$ cat src/hw/xie_pkg.sv
// Purpose: Shared constants and carriers for the exclusive-OR execute block
// Assumes: 14-bit instruction words, 8-bit data path, 7-bit file address
// Notes:   Opcode and destination encodings and their field positions live here

package xie_pkg;

    // ****************************************************************
    // Instruction fields
    // ****************************************************************
    localparam int          INSN_W        = 14;
    localparam int          DATA_W        = 8;
    localparam int          ADDR_W        = 7;
    localparam int          OPC_MSB       = 13;
    localparam int          OPC_LSB       = 8;
    localparam int          DEST_BIT      = 7;
    localparam logic [5:0]  OPC_XOR_LIT   = 6'h3A;
    localparam logic [5:0]  OPC_XOR_FILE  = 6'h06;
    localparam logic        DEST_ACC      = 1'h0;
    localparam logic        DEST_FILE     = 1'h1;

    // ****************************************************************
    // Reset values and timing
    // ****************************************************************
    localparam logic [7:0]  ACC_RESET     = 8'h00;
    localparam logic        ZERO_RESET    = 1'h0;
    localparam int          EXEC_CYCLES   = 1;

    // File register write request towards the data memory
    typedef struct packed {
        logic        we;
        logic [6:0]  addr;
        logic [7:0]  data;
    } xie_file_wr_t;

endpackage : xie_pkg

$ cat src/hw/xie_execute.sv
// Purpose: Decode and execute the two exclusive-OR instructions of the core
// Assumes: One instruction per enabled clock; file data arrives combinationally
// Notes:   Other opcodes leave accumulator and zero flag untouched and clear write enable and completion pulse
//
// Operation
// RL1 - Opcode 111010 selects literal form; low eight bits are the literal.
// RL2 - Literal form: accumulator XOR literal into accumulator, one cycle.
// RL3 - Opcode 000110 selects file form; bit 7 destination, bits 6..0 address.
// RL4 - File form, destination 0: result into accumulator, file unchanged.
// RL5 - File form, destination 1: result into file, accumulator unchanged.
// RL6 - Zero flag follows result; carry and digit carry untouched.

`timescale 1ns/100ps

module xie_execute (
    // Clock and reset
    input  wire logic                 clk_i,
    input  wire logic                 rst_n_i,
    input  wire logic                 ce_i,
    // Instruction stream
    input  wire logic                 insn_valid_i,
    input  wire logic [13:0]          insn_i,
    // File register read port
    output logic      [6:0]           file_raddr_o,
    input  wire logic [7:0]           file_rdata_i,
    // File register write request
    output xie_pkg::xie_file_wr_t     file_wr_o,
    // Core state
    output logic      [7:0]           acc_o,
    output logic                      zero_o,
    output logic                      xor_exec_o
);

    // ****************************************************************
    // Decode
    // ****************************************************************
    wire logic [5:0] opcode     = insn_i[xie_pkg::OPC_MSB:xie_pkg::OPC_LSB];
    wire logic [7:0] literal    = insn_i[7:0];                          // RL1
    wire logic       dest_sel   = insn_i[xie_pkg::DEST_BIT];            // RL3
    wire logic [6:0] file_addr  = insn_i[6:0];                          // RL3
    wire logic       is_lit     = insn_valid_i && ce_i
                                  && (opcode == xie_pkg::OPC_XOR_LIT);  // RL1
    wire logic       is_file    = insn_valid_i && ce_i
                                  && (opcode == xie_pkg::OPC_XOR_FILE); // RL3
    wire logic [7:0] operand    = is_lit ? literal : file_rdata_i;
    wire logic [7:0] result     = acc_o ^ operand;                      // RL2
    wire logic       to_acc     = is_lit
                                  || (is_file && dest_sel == xie_pkg::DEST_ACC); // RL4
    wire logic       to_file    = is_file && dest_sel == xie_pkg::DEST_FILE;    // RL5
    wire logic       result_z   = (result == 8'h00);                    // RL6

    assign file_raddr_o = file_addr;

    // ****************************************************************
    // State
    // ****************************************************************
    // Accumulator, zero flag and write request all update in the same edge,
    // so each instruction completes in one cycle with no stall.
    always_ff @(posedge clk_i or negedge rst_n_i) begin
        if (!rst_n_i) begin
            acc_o      <= xie_pkg::ACC_RESET;
            zero_o     <= xie_pkg::ZERO_RESET;
            file_wr_o  <= '0;
            xor_exec_o <= 1'h0;
        end else if (ce_i) begin
            if (to_acc) begin
                acc_o <= result;                                        // RL2
            end
            if (is_lit || is_file) begin
                zero_o <= result_z;                                     // RL6
            end
            file_wr_o.we   <= to_file;                                  // RL5
            file_wr_o.addr <= file_addr;
            file_wr_o.data <= result;
            xor_exec_o     <= is_lit || is_file;
        end
    end

    // ****************************************************************
    // Checks
    // ****************************************************************
    a_lit_acc_update: assert property (@(posedge clk_i) disable iff (!rst_n_i) // RL2
        is_lit |=> acc_o == ($past(acc_o) ^ $past(literal)))
        else $error("literal form wrong accumulator");

    a_file_acc_update: assert property (@(posedge clk_i) disable iff (!rst_n_i) // RL4
        (is_file && !dest_sel) |=> acc_o == ($past(acc_o) ^ $past(file_rdata_i))
                                   && !file_wr_o.we)
        else $error("file form to accumulator wrong");

    a_file_writeback: assert property (@(posedge clk_i) disable iff (!rst_n_i) // RL5
        (is_file && dest_sel) |=> file_wr_o.we && acc_o == $past(acc_o)
            && file_wr_o.data == ($past(acc_o) ^ $past(file_rdata_i))
            && file_wr_o.addr == $past(file_addr))
        else $error("file writeback wrong");

    a_zero_flag_set: assert property (@(posedge clk_i) disable iff (!rst_n_i) // RL6
        (is_lit || is_file) |=> zero_o == ($past(result) == 8'h00))
        else $error("zero flag mismatch");

    a_lit_decode_only: assert property (@(posedge clk_i) disable iff (!rst_n_i) // RL1
        (ce_i && insn_valid_i && opcode == 6'h3A) |=> xor_exec_o)
        else $error("literal opcode not taken");

    a_file_decode_addr: assert property (@(posedge clk_i) disable iff (!rst_n_i) // RL3
        (ce_i && insn_valid_i && opcode == 6'h06) |=> xor_exec_o
            && file_wr_o.addr == $past(insn_i[6:0]))
        else $error("file opcode not taken");

    a_other_op_quiet: assert property (@(posedge clk_i) disable iff (!rst_n_i) // RL1
        (ce_i && !is_lit && !is_file) |=> $stable(acc_o) && $stable(zero_o)
                                          && !file_wr_o.we && !xor_exec_o)
        else $error("state changed on other opcode");

    a_freeze_on_ce: assert property (@(posedge clk_i) disable iff (!rst_n_i) // RL2
        !ce_i |=> $stable(acc_o) && $stable(zero_o) && $stable(file_wr_o))
        else $error("state moved while disabled");

    // ****************************************************************
    // Decode checks
    // ****************************************************************
    // Decode must follow the package encodings exactly, with no overlap
    a_lit_decode_exact: assert property (@(posedge clk_i) disable iff (!rst_n_i) // RL1
        (ce_i && insn_valid_i && insn_i[13:8] == xie_pkg::OPC_XOR_LIT)
            |-> is_lit)
        else $error("literal decode missed");

    a_file_decode_exact: assert property (@(posedge clk_i) disable iff (!rst_n_i) // RL3
        (ce_i && insn_valid_i && insn_i[13:8] == xie_pkg::OPC_XOR_FILE)
            |-> is_file)
        else $error("file decode missed");

    a_forms_exclusive: assert property (@(posedge clk_i) disable iff (!rst_n_i) // RL3
        !(is_lit && is_file))
        else $error("both forms decoded");

    a_raddr_follows: assert property (@(posedge clk_i) disable iff (!rst_n_i) // RL3
        file_raddr_o == insn_i[6:0])
        else $error("read address not from word");

    a_dest_acc_path: assert property (@(posedge clk_i) disable iff (!rst_n_i) // RL4
        (is_file && !insn_i[7])
            |-> (to_acc && !to_file))
        else $error("destination zero misrouted");

    a_dest_file_path: assert property (@(posedge clk_i) disable iff (!rst_n_i) // RL5
        (is_file && insn_i[7])
            |-> (to_file && !to_acc))
        else $error("destination one misrouted");

    // ****************************************************************
    // Write request checks
    // ****************************************************************
    // The memory applies any cycle with we high, so a stray pulse corrupts a file
    a_lit_no_write: assert property (@(posedge clk_i) disable iff (!rst_n_i) // RL2
        is_lit
            |=> !file_wr_o.we)
        else $error("literal form wrote a file");

    a_acc_dest_no_write: assert property (@(posedge clk_i) disable iff (!rst_n_i) // RL4
        (ce_i && !to_file)
            |=> !file_wr_o.we)
        else $error("write without file destination");

    a_file_dest_acc_kept: assert property (@(posedge clk_i) disable iff (!rst_n_i) // RL5
        to_file
            |=> $stable(acc_o))
        else $error("accumulator moved on file destination");

    a_no_valid_quiet: assert property (@(posedge clk_i) disable iff (!rst_n_i) // RL1
        (ce_i && !insn_valid_i)
            |=> (!xor_exec_o && !file_wr_o.we && $stable(acc_o) && $stable(zero_o)))
        else $error("state moved without instruction");

    // ****************************************************************
    // Zero flag checks
    // ****************************************************************
    // Operands or written data compared directly so the checks do not lean on result_z
    a_lit_zero_set: assert property (@(posedge clk_i) disable iff (!rst_n_i) // RL6
        (is_lit && acc_o == literal)
            |=> zero_o)
        else $error("literal zero not set");

    a_lit_zero_clr: assert property (@(posedge clk_i) disable iff (!rst_n_i) // RL6
        (is_lit && acc_o != literal)
            |=> !zero_o)
        else $error("literal zero not cleared");

    a_file_zero_set: assert property (@(posedge clk_i) disable iff (!rst_n_i) // RL6
        (is_file && acc_o == file_rdata_i)
            |=> zero_o)
        else $error("file zero not set");

    a_file_zero_clr: assert property (@(posedge clk_i) disable iff (!rst_n_i) // RL6
        (is_file && acc_o != file_rdata_i)
            |=> !zero_o)
        else $error("file zero not cleared");

    a_wr_zero_match: assert property (@(posedge clk_i) disable iff (!rst_n_i) // RL6
        to_file
            |=> (zero_o == (file_wr_o.data == 8'h00)))
        else $error("zero flag disagrees with written data");

    // ****************************************************************
    // Completion pulse checks
    // ****************************************************************
    a_exec_pulse: assert property (@(posedge clk_i) disable iff (!rst_n_i) // RL2
        (is_lit || is_file)
            |=> xor_exec_o)
        else $error("completion pulse missing");

    a_exec_frozen: assert property (@(posedge clk_i) disable iff (!rst_n_i) // RL2
        !ce_i
            |=> $stable(xor_exec_o))
        else $error("completion pulse moved while disabled");

    a_exec_single: assert property (@(posedge clk_i) disable iff (!rst_n_i) // RL2
        (ce_i && xor_exec_o && !is_lit && !is_file)
            |=> !xor_exec_o)
        else $error("completion pulse stretched");

endmodule : xie_execute

$ cat config.mk
export PLATFORM = sky130hd
export DESIGN_NAME = xie_execute
export DESIGN_NICKNAME = d
export VERILOG_FILES = /design/src/hw/xie_pkg.sv /design/src/hw/xie_execute.sv
export SDC_FILE = /design/constraint.sdc
export NUM_CORES = 1
export LEC_CHECK = 0
export ABC_CLOCK_PERIOD_IN_PS = 2050
export BUFFER_PORTS_ARGS = -buffer_cell sky130_fd_sc_hd__buf_2
export CAP_MARGIN = 0
export CORE_UTILIZATION = 48
export DETAILED_ROUTE_END_ITERATION = 8
export PLACE_DENSITY = 0.86
export SLEW_MARGIN = 20
export SYNTH_ARGS = -nofsm -noshare
export SYNTH_HDL_FRONTEND = slang
export SYNTH_SLANG_ARGS = --single-unit
export TNS_END_PERCENT = 50
$ cat constraint.sdc
create_clock -name clk_i -period 2.05 [get_ports clk_i]
set_input_delay 0.205 -clock clk_i [delete_from_list [all_inputs] [get_ports clk_i]]
set_output_delay 0.205 -clock clk_i [all_outputs]
set_load 0.01 [all_outputs]
==> out/results.tsv, run 1 <==
stage	metric	value	unit
run_status	outcome	complete, but fails checks	
run_status	violations	design-rule violations	
yosys	syn-num-nets	170	
worst_setup_path	critPathSlowestCell	or4_1	
detailed_routing	vias	1226	
detailed_routing	first_pass_iters	6	
floorplanning	ios	59	
global_routing	gr-total-overflow	0	
power	ir_drop	0.0003236	V
floorplanning	die-area	3366	um2
job	drv_cap	0	
min_path	min_path_cells	2	
floorplanning	start_util	52.81	%
power	powerDensity	631.0	nW/um2
clocking	cts_buffers	3	
clocking	cts_hold_buffers	1	
yosys	yosys.area.top_type	dfrtp_1	
yosys	syn_area	1506	um2
clocking	clkSinkCount	26	
yosys	ys_types	33	
placed_design	numPortBuffers	58	
sta	finalSetupTns	0	ns
yosys	dominantRegCellSynth	dfrtp_1	
sta	period_share	82.12	%
placed_design	hpwl	2.369	mm
yosys	synth_area_leaders	dfrtp_1, mux2_2, nor2b_1, xor2_1, nand2_1	
sta	relSlewSlack	61.17	%
global_routing	antenna_found_initial	0	
clocking	insertion_delay	0.32	ns
detailed_routing	wirelength	3.135	mm
clocking	cts_root_buf	clkbuf_4	
yosys	synth_edf_count	0	
sta	rsz0062_at_grt	false	
sta	fin_crit	1.684	ns
detailed_routing	drcViolationCount	5	
placed_design	globalplace.congestion	0.8107	
sta	fmax	0.5940	GHz
worst_setup_path	slowest_delay	0.53	ns
yosys	avgSynthCellArea	10.46	um2
min_path	min_path_type	in2reg	
worst_setup_path	crit_type	reg2reg	
floorplanning	rows	19	
worst_setup_path	cp_top_family	simple AND/OR/NAND/NOR gates	
sta	fin_ws	0.3665	ns
floorplanning	core	2853	um2
detailed_routing	avgViaCountPerCell	5.354	
yosys	synth-seq-cells	26	
detailed_routing	post_drt_wl_per_cell	13.69	um
cells_and_area	final_nets	225	
clocking	clockBufferDepth	2	
floorplanning	die_y	58.02	um
global_routing	grt_pass1_wl	4.905	mm
clocking	cts_setup_buffers	0	
sta	hold_viol_final	0	
placed_design	dp_slack	0.1724	ns
clocking	clk_pin_slew	0.14	ns
global_routing	grt_pass1_vias	1088	
worst_setup_path	critPathLaunchType	flip-flop	
cells_and_area	nFillCells	239	
global_routing	grtUsageTotal	19.07	%
detailed_routing	postRouteAntennaNets	0	
sta	tightestPinTransition	0.5825	ns
yosys	synthCells	144	
worst_setup_path	arrival	1.92	ns
floorplanning	die_x	58.02	um
worst_setup_path	rr_worst_depth	5	
yosys	synth_warnings	0	
worst_setup_path	crit_buf_inv	0	
detailed_routing	drt_first_iter_violations	40	
clocking	h-tree-depth	1	
sta	fin_skew	0.006370	ns
sta	slew_violations	0	
worst_setup_path	path_cells	nor2b_1, o211ai_1, nand2_1, or4_1, o41ai_2	
worst_setup_path	cp_max_fo	6	
cells_and_area	antenna_cells	0	
cells_and_area	drive_above_1_share	42.93	%
worst_setup_path	cp_num_cells	5	
cells_and_area	syn2layout_area_growth	20.35	%
sta	hold_ws	0.1336	ns
cells_and_area	fin_util	63.55	%
worst_setup_path	cp_data_required_time	2.28	ns
yosys	async_flop_share	100.0	%
clocking	cts_tree	yes	
power	p_leak	0.9414	nW
yosys	netlist.area_leader.share	43.19	%
power	power	1.144	mW
yosys	synth-seq-area-share	43.19	%
sta	final-setup-viol-count	0	
global_routing	grt_max_degree	27	
worst_setup_path	end_kind	flip-flop	
clocking	cts_resized	0	
-- synthesized netlist by cell type (all sizes together) (2+ instances only) --
cell and instances:
nor2 4, buf 10, o22ai 5, a21oi 8
o211ai 5, o21ai 3, and4b 2, xnor2 3
mux2i 2, xor2 8, nand4b 2, inv 3
nand2 18, dfrtp 26, mux2 15, nor2b 20
-- state kept, by name, summed over array words and instances (netlist names) --
register	count
acc_o	8
file_wr_o	16
xor_exec_o	1
zero_o	1
-- area by class of cell --
class / count / area (um2) / area share (%)
Tap cell: 31 / 38.79 / 2.139
Multi-Input combinational cell: 104 / 760.7 / 41.96
Timing Repair Buffer: 61 / 315.3 / 17.39
Sequential cell: 26 / 650.6 / 35.89
Clock buffer: 4 / 36.28 / 2.001
Inverter: 3 / 11.26 / 0.6211
-- per-stage QoR --
step / cell area (um2) / std cells
detailed placement: 1767 / 224
CTS: 1813 / 229
finish: 1813 / 229
global route: 1813 / 229
global placement: 1767 / 224
floorplan: 1506 / 144
-- per-layer routing --
metal	share of wire [%]	vias up	wire length (um)	global-route usage (%)
li1	-	607	-	-
met1	47	571	1461	26.56
met2	47	48	1479	32.02
met3	6.2	0	194	2.455
met4	0	0	0	4.082
met5	0	-	0	0
-- path summary, 6_finish.rpt --
kind                           start           end  slack (ns)
min reg2reg                   zero_o        zero_o        0.50
max in group asynchronous    rst_n_i      acc_o[2]        1.28
min in group asynchronous    rst_n_i  file_wr_o[0]        0.39
min                        insn_i[1]  file_wr_o[9]        0.13
max reg2reg                 acc_o[5]        zero_o        0.37
max                         acc_o[5]        zero_o        0.37
-- power by group --
group | switching, mW | internal, mW
Sequential | 0.0409 | 0.566
Clock | 0.158 | 0.109
Combinational | 0.136 | 0.134
-- worst reg2reg max path, cell delays in order (launching register included) --
cell and delay, ns:
dfrtp_1 0.46, nor2b_1 0.15, o211ai_1 0.15, nand2_1 0.10
or4_1 0.53, o41ai_2 0.20
-- cells by family (layout without fill, tap and decap cells) --
family          count (synthesis)  after routing  share of synthesized area, %
buf+inv                        14             68                         6.312
xor+xnor                       11             11                         6.396
compound gates                 26             26                         11.88
flops                          26             26                         43.19
simple gates                   50             50                         19.43
mux                            17             17                         12.79
-- placed cells by master (no fill, tap or decap), drive strengths merged, types with 2 or more instances in the layout --
master  instances
dfrtp          26
o22ai           5
nor2            4
buf            60
nor2b          20
a21oi           8
o21ai           3
clkbuf          4
mux2i           2
inv             3
mux2           15
xnor2           3
and4b           2
xor2            8
nand2          18
nand4b          2
o211ai          5
No activity file was read; power rests on OpenSTA's default activity.
==> run 2: changes to the inputs <==
--- a/config.mk
+++ b/config.mk
@@ -5,12 +5,12 @@
 export SDC_FILE = /design/constraint.sdc
 export NUM_CORES = 1
 export LEC_CHECK = 0
-export ABC_CLOCK_PERIOD_IN_PS = 2050
+export ABC_CLOCK_PERIOD_IN_PS = 1500
 export BUFFER_PORTS_ARGS = -buffer_cell sky130_fd_sc_hd__buf_2
 export CAP_MARGIN = 0
-export CORE_UTILIZATION = 48
+export CORE_UTILIZATION = 43
 export DETAILED_ROUTE_END_ITERATION = 8
-export PLACE_DENSITY = 0.86
+export PLACE_DENSITY = 0.82
 export SLEW_MARGIN = 20
 export SYNTH_ARGS = -nofsm -noshare
 export SYNTH_HDL_FRONTEND = slang
==> constraint.sdc (replaced) <==
create_clock -name clk_i -period 1.5 [get_ports clk_i]
set_input_delay 0.15 -clock clk_i [delete_from_list [all_inputs] [get_ports clk_i]]
set_output_delay 0.15 -clock clk_i [all_outputs]
set_load 0.01 [all_outputs]
==> out/results.tsv, run 2 (synthesis gave the netlist of run 1 again) <==
stage	metric	value	unit	change
power	power	1.744	mW	+52%
cells_and_area	nFillCells	307		+28%
sta	relSlewSlack	60.42	%	-0.75 points
cells_and_area	drive_above_1_share	49.77	%	+6.8 points
floorplanning	start_util	45.14	%	-7.7 points
global_routing	grt_max_degree	27		unchanged
sta	tightestPinTransition	0.5937	ns	+0.01120 ns
worst_setup_path	end_kind	flip-flop		
detailed_routing	first_pass_iters	6		unchanged
cells_and_area	final_nets	246		+9.3%
detailed_routing	drcViolationCount	0		-5
cells_and_area	antenna_cells	0		unchanged
worst_setup_path	r2r_setup_slack	-0.14	ns	-0.50 ns
worst_setup_path	r2r_end	zero_o		
clocking	cts_root_buf	clkbuf_4		
cells_and_area	fin_util	60.22	%	-3.3 points
detailed_routing	wirelength	3.532	mm	+13%
worst_setup_path	crit_type	reg2reg		
min_path	min_path_cells	2		unchanged
sta	fin_ws	-0.1379	ns	-0.5044 ns
power	ir_drop	0.0007489	V	+130%
sta	fin_skew	0.004517	ns	-0.001853 ns
sta	period_share	109.2	%	+27 points
cells_and_area	syn2layout_area_growth	33.39	%	
placed_design	hpwl	2.628	mm	+11%
global_routing	gr-total-overflow	0		unchanged
sta	final-setup-viol-count	1		+1
cells_and_area	fin_cells	265		+16%
cells_and_area	top_register	file_wr_o		
clocking	clkSinkCount	26		unchanged
min_path	min_path_type	in2reg		
floorplanning	ios	59		unchanged
worst_setup_path	cp_max_fo	5		-1
worst_setup_path	crit_start	acc_o[6]		
floorplanning	rows	21		+2
sta	fmax	0.6105	GHz	+2.8%
detailed_routing	wl_met3	178	um	-8.2%
cells_and_area	largestRegisters	file_wr_o x16, acc_o x8		
worst_setup_path	reg2reg_from	acc_o[6]		
clocking	cts_buffers	3		unchanged
detailed_routing	post_drt_wl_per_cell	13.33	um	-2.6%
clocking	insertion_delay	0.33	ns	about the same
power	powerDensity	867.8	nW/um2	+38%
cells_and_area	final_cell_mix	buf_2, dfrtp_1, buf_4, nor2b_1, nand2_1		
worst_setup_path	critPathLaunchType	flip-flop		
clocking	clockBufferDepth	2		unchanged
floorplanning	core	3337	um2	+17%
sta	rsz0062_at_grt	true		
sta	slew_violations	0		unchanged
global_routing	grt_pass1_wl	5.278	mm	+7.6%
placed_design	numPortBuffers	58		unchanged
floorplanning	die-area	3744	um2	+11%
power	p_leak	1.045	nW	+11%
detailed_routing	avgViaCountPerCell	5.008		-6.5%
floorplanning	die_x	61.19	um	+5.5%
detailed_routing	top_layer_used	met4		
sta	fin_crit	1.638	ns	-0.04559 ns
clocking	cts_tree	yes		
job	drv_cap	0		unchanged
detailed_routing	drt_first_iter_violations	45		+13%
cells_and_area	largest_reg_flops	16		unchanged
detailed_routing	wl_met1	1.546	mm	+5.8%
worst_setup_path	arrival	1.88	ns	-0.04 ns
run_status	violations	negative setup slack		
cells_and_area	multi_input_area	760.7	um2	unchanged
run_status	outcome	complete, but fails checks		
worst_setup_path	critPathCapture	zero_o		
detailed_routing	wl_met2	1.755	mm	+19%
sta	hold_viol_final	0		unchanged
sta	hold_ws	0.06765	ns	-0.06594 ns
floorplanning	die_y	61.19	um	+5.5%
global_routing	grt_pass1_vias	1198		+10%
global_routing	grtUsageTotal	19.64	%	+0.58 points
sta	finalSetupTns	-0.1379	ns	-0.1379 ns
worst_setup_path	rr_worst_depth	5		unchanged
detailed_routing	postRouteAntennaNets	0		unchanged
global_routing	antenna_found_initial	0		unchanged
placed_design	globalplace.congestion	0.8407		+3.7%
cells_and_area	layout_commonest_cell	buf_2		
placed_design	placedCellCount	259		+16%
worst_setup_path	cp_data_required_time	1.74	ns	-0.54 ns
detailed_routing	vias	1327		+8.2%
clocking	h-tree-depth	1		unchanged
clocking	clk_pin_slew	0.14	ns	about the same
cells_and_area	seq_area	654.4	um2	+0.58%
==> run 2: changes by cell type in the layout (fill, tap and decap cells not counted) <==
cell and change:
buf_4 +21, bufinv_16 +1, clkbuf_8 -1, dfrtp_1 -3, dfrtp_2 +3
==> run 2: stage by stage <==
stage	setup slack [ns]	area [um2]
after CTS	-0.1428	2009
after global placement	-0.2041	1939
after detailed placement	-0.2795	1939
after global routing	-0.2177	2009
after floorplan	-0.07260	1510
final	-0.1379	2009
==> run 2: worst min path at each step <==
stage	start	to	slack [ns]
global route	insn_i[1]	file_wr_o[9]	0.05
global placement	rst_n_i	file_wr_o[15]	0.19
detailed placement	rst_n_i	file_wr_o[15]	0.19
finish	insn_i[1]	file_wr_o[9]	0.07
CTS	insn_i[1]	file_wr_o[9]	0.07
floorplan	rst_n_i	acc_o[0]	-0.15
==> run 2: per-layer routing <==
| layer | track usage [%] | vias to the layer above |
|---|---|---|
| li1 | - | 645 |
| met1 | 23.40 | 626 |
| met2 | 33.85 | 50 |
| met3 | 4.832 | 6 |
| met4 | 8.117 | 0 |
| met5 | 0 | - |
==> run 2: timing repair <==
action	CTS	global route
hold endpoints to repair	26	0
setup endpoints to repair	1	1
hold buffers	1	0
buffers inserted	1	0
pin swaps	1	0
resized for setup	0	0
==> run 2: power breakdown <==
| part | switching, mW | internal, mW |
|---|---|---|
| Clock | 0.216 | 0.271 |
| Combinational | 0.206 | 0.225 |
| Sequential | 0.0514 | 0.776 |
==> run 2: final cells by class <==
| class | instances | area share, % |
|---|---|---|
| multi-input combinational | 104 | 37.86 |
| sequential | 26 | 32.57 |
| timing repair buffer | 82 | 23.54 |
| tap | 46 | 2.864 |
| clock inverter | 1 | 1.494 |
| clock buffer | 3 | 1.121 |
| inverter | 3 | 0.5604 |
==> run 2: worst max-delay path, cell delays in order (launching register included) <==
cell and delay, ns:
dfrtp_2 0.45, nor2b_1 0.14, o211ai_2 0.13, nand2_1 0.09, or4_1 0.53, o41ai_2 0.20
==> run 3: changes to the inputs <==
--- a/config.mk
+++ b/config.mk
@@ -5,6 +5,7 @@
 export SDC_FILE = /design/constraint.sdc
 export NUM_CORES = 1
 export LEC_CHECK = 0
+export ABC_AREA = 1
 export ABC_CLOCK_PERIOD_IN_PS = 1500
 export BUFFER_PORTS_ARGS = -buffer_cell sky130_fd_sc_hd__buf_2
 export CAP_MARGIN = 0
==> out/results.tsv, run 3 <==
stage	metric	value	unit	change
clocking	insertion_delay	0.31	ns	-0.02 ns
power	power	1.484	mW	-15%
clocking	cts_resized	0		unchanged
yosys	ys_types	22		-33%
placed_design	hpwl	2.489	mm	-5.3%
cells_and_area	largest_reg_flops	16		unchanged
detailed_routing	avgViaCountPerCell	4.608		-8.0%
yosys	yosys.area.top_type	dfrtp_1		
yosys	dominantRegCellSynth	dfrtp_1		
cells_and_area	syn2layout_area_growth	20.92	%	
worst_setup_path	end_kind	flip-flop		
sta	fin_crit	1.175	ns	-0.4625 ns
sta	tightestPinTransition	0.5631	ns	-0.03064 ns
floorplanning	ios	59		unchanged
detailed_routing	wl_met2	1.500	mm	-15%
detailed_routing	wl_met1	1.467	mm	-5.1%
clocking	clk_pin_slew	0.13	ns	about the same
yosys	synth_area_leaders	dfrtp_1, nand2_1, nand3_1, inv_1, buf_4		
detailed_routing	drt_first_iter_violations	94		+110%
sta	relSlewSlack	62.46	%	+2.0 points
cells_and_area	final_cell_mix	nand2_1, buf_2, dfrtp_1, inv_1, nand3_1		
floorplanning	start_util	46.08	%	+0.94 points
detailed_routing	top_layer_used	met4		
worst_setup_path	cp_data_required_time	1.77	ns	+0.03 ns
sta	fin_skew	0.002571	ns	-0.001946 ns
yosys	async_flop_share	100.0	%	unchanged
clocking	cts_buffers	3		unchanged
floorplanning	die_y	59.90	um	-2.1%
worst_setup_path	crit_type	in2reg		
detailed_routing	first_pass_iters	4		-2
sta	slew_violations	0		unchanged
cells_and_area	final_nets	267		+8.5%
cells_and_area	drive_above_1_share	31.80	%	-18 points
job	drv_cap	0		unchanged
global_routing	grt_pass1_wl	5.202	mm	-1.4%
global_routing	gr-total-overflow	0		unchanged
yosys	avgSynthCellArea	7.708	um2	-26%
floorplanning	die-area	3587	um2	-4.2%
cells_and_area	antenna_cells	0		unchanged
global_routing	antenna_found_initial	0		unchanged
min_path	hold_path_end	file_wr_o[8]		
clocking	clockBufferDepth	2		unchanged
cells_and_area	fin_cells	283		+6.8%
yosys	synth-seq-cells	26		unchanged
detailed_routing	vias	1304		-1.7%
worst_setup_path	cp_max_fo	14		+9
placed_design	placedCellCount	279		+7.7%
worst_setup_path	reg2reg_from	acc_o[2]		
clocking	cts_setup_buffers	0		-1
power	p_leak	1.021	nW	-2.3%
placed_design	numPortBuffers	58		unchanged
detailed_routing	post_drt_wl_per_cell	11.13	um	-17%
global_routing	grt_pass1_vias	1160		-3.2%
detailed_routing	wl_met3	155	um	-13%
detailed_routing	drcViolationCount	0		unchanged
worst_setup_path	r2r_setup_slack	0.39	ns	+0.53 ns
yosys	syn-num-nets	213		+25%
sta	hold_viol_final	0		unchanged
detailed_routing	wirelength	3.149	mm	-11%
sta	period_share	78.36	%	-31 points
yosys	synth-seq-area-share	45.14	%	+1.9 points
yosys	synth_top_cells_by_count	nand2_1, dfrtp_1, inv_1, nand3_1, o21ai_0		
run_status	outcome	finished, final reports clean		
cells_and_area	largestRegisters	file_wr_o x16, acc_o x8		
yosys	synth_edf_count	0		unchanged
placed_design	globalplace.congestion	0.8357		-0.59%
sta	final-setup-viol-count	0		-1
global_routing	grtUsageTotal	19.62	%	about the same
power	powerDensity	851.4	nW/um2	-1.9%
global_routing	grt_max_degree	27		unchanged
sta	fmax	0.8507	GHz	+39%
cells_and_area	top_register	file_wr_o		
clocking	h-tree-depth	1		unchanged
yosys	yosysMostFrequentCell	nand2_1		
sta	rsz0062_at_grt	false		
clocking	cts_root_buf	clkbuf_4		
clocking	clkSinkCount	26		unchanged
yosys	netlist.area_leader.share	45.14	%	+1.9 points
worst_setup_path	arrival	1.44	ns	-0.44 ns
min_path	min_path_cells	3		+1
sta	finalSetupTns	0	ns	+0.1379 ns
clocking	cts_tree	yes		
worst_setup_path	rr_worst_depth	7		+2
detailed_routing	postRouteAntennaNets	0		unchanged
power	ir_drop	0.0006205	V	-17%
floorplanning	rows	20		-4.8%
floorplanning	core	3128	um2	-6.3%
worst_setup_path	r2r_end	zero_o		
min_path	hp-start	insn_i[0]		
floorplanning	die_x	59.90	um	-2.1%
worst_setup_path	critPathLaunchType	input port		
yosys	syn_area	1441	um2	-4.3%
cells_and_area	layout_commonest_cell	nand2_1		
yosys	synth_warnings	0		unchanged
yosys	synthCells	187		+30%
min_path	min_path_type	in2reg		
-- run 3: cell count changes after synthesis, sizes merged, moves of 3 or more --
cell | before | now
nand3b | 0 | 4
o211ai | 5 | 0
nand3 | 1 | 19
mux2 | 15 | 0
a21oi | 8 | 0
xor2 | 8 | 0
o22ai | 5 | 0
xnor2 | 3 | 0
inv | 3 | 21
nor2b | 20 | 0
o21ai | 3 | 18
nand2 | 18 | 75
-- run 3: logic make-up (layout without fill, tap and decap cells) --
| group | Yosys count | count (layout) | synth area share, % |
|---|---|---|---|
| buffers and inverters | 35 | 87 | 12.85 |
| AND/OR/NAND/NOR | 106 | 106 | 34.72 |
| AO/OA/AOI/OAI | 20 | 20 | 7.292 |
| flip-flops | 26 | 26 | 45.14 |
-- run 3: how the worst max path moves through the flow --
stage                         start        to  slack, ns  depth (start not counted)
final                     insn_i[8]    zero_o       0.32                         12
after global routing      insn_i[8]    zero_o       0.12                         12
after CTS                 insn_i[8]    zero_o       0.32                         12
after detailed placement  insn_i[8]    zero_o     -0.009                         12
after global placement    insn_i[8]    zero_o       0.06                         12
after floorplan                ce_i  acc_o[1]       0.33                         10
-- run 3: critical path, cell delays in order --
cell,delay (ns)
buf_2,0.10
inv_1,0.04
nand2_1,0.11
nor2_8,0.22
nand2_4,0.15
nand2_1,0.11
nand3_1,0.07
nand2_1,0.11
nand2_1,0.06
nor2_1,0.16
nand3_1,0.09
nand2_1,0.07
-- run 3: timing repair --
item / 4_1_cts / 5_1_grt
hold buffers: 1 / 0
endpoints found under the hold margin: 26 / 0
setup endpoints to repair: 0 / 0
-- run 3: layer usage --
metal  vias to the layer above  track usage, %
met5                         -               0
met4                         0           4.983
met3                         2           5.411
met2                        40           31.27
met1                       578           26.30
li1                        684               -
-- run 3: report_power, final --
part / internal [mW] / total [mW] / switching (mW)
clock: 0.0941 / 0.289 / 0.195
sequential: 0.770 / 0.820 / 0.0502
combinational: 0.155 / 0.374 / 0.219
total: 1.02 / 1.48 / 0.464
-- run 3: stage by stage --
| stage | setup slack, ns | utilization, % | hold slack (ns) | area, um2 |
|---|---|---|---|---|
| 6_report | 0.3245 | 55.72 | 0.05781 | 1743 |
| 3_5_place_dp | -0.008751 | 54.68 | 0.1788 | 1710 |
| 4_1_cts | 0.3196 | 55.72 | 0.05460 | 1743 |
| 2_1_floorplan | 0.3304 | - | -0.1456 | 1441 |
| 3_3_place_gp | 0.05982 | 54.68 | 0.1728 | 1710 |
| 5_1_grt | 0.1242 | 55.72 | 0.05207 | 1743 |
-- run 3: cell type report --
type                            count  area [um2]
Fill cell                         314        1385
Timing Repair Buffer               63       330.3
Inverter                           21       78.83
Tap cell                           44       55.05
Sequential cell                    26       650.6
Multi-Input combinational cell    126       605.6
Clock buffer                        3       22.52
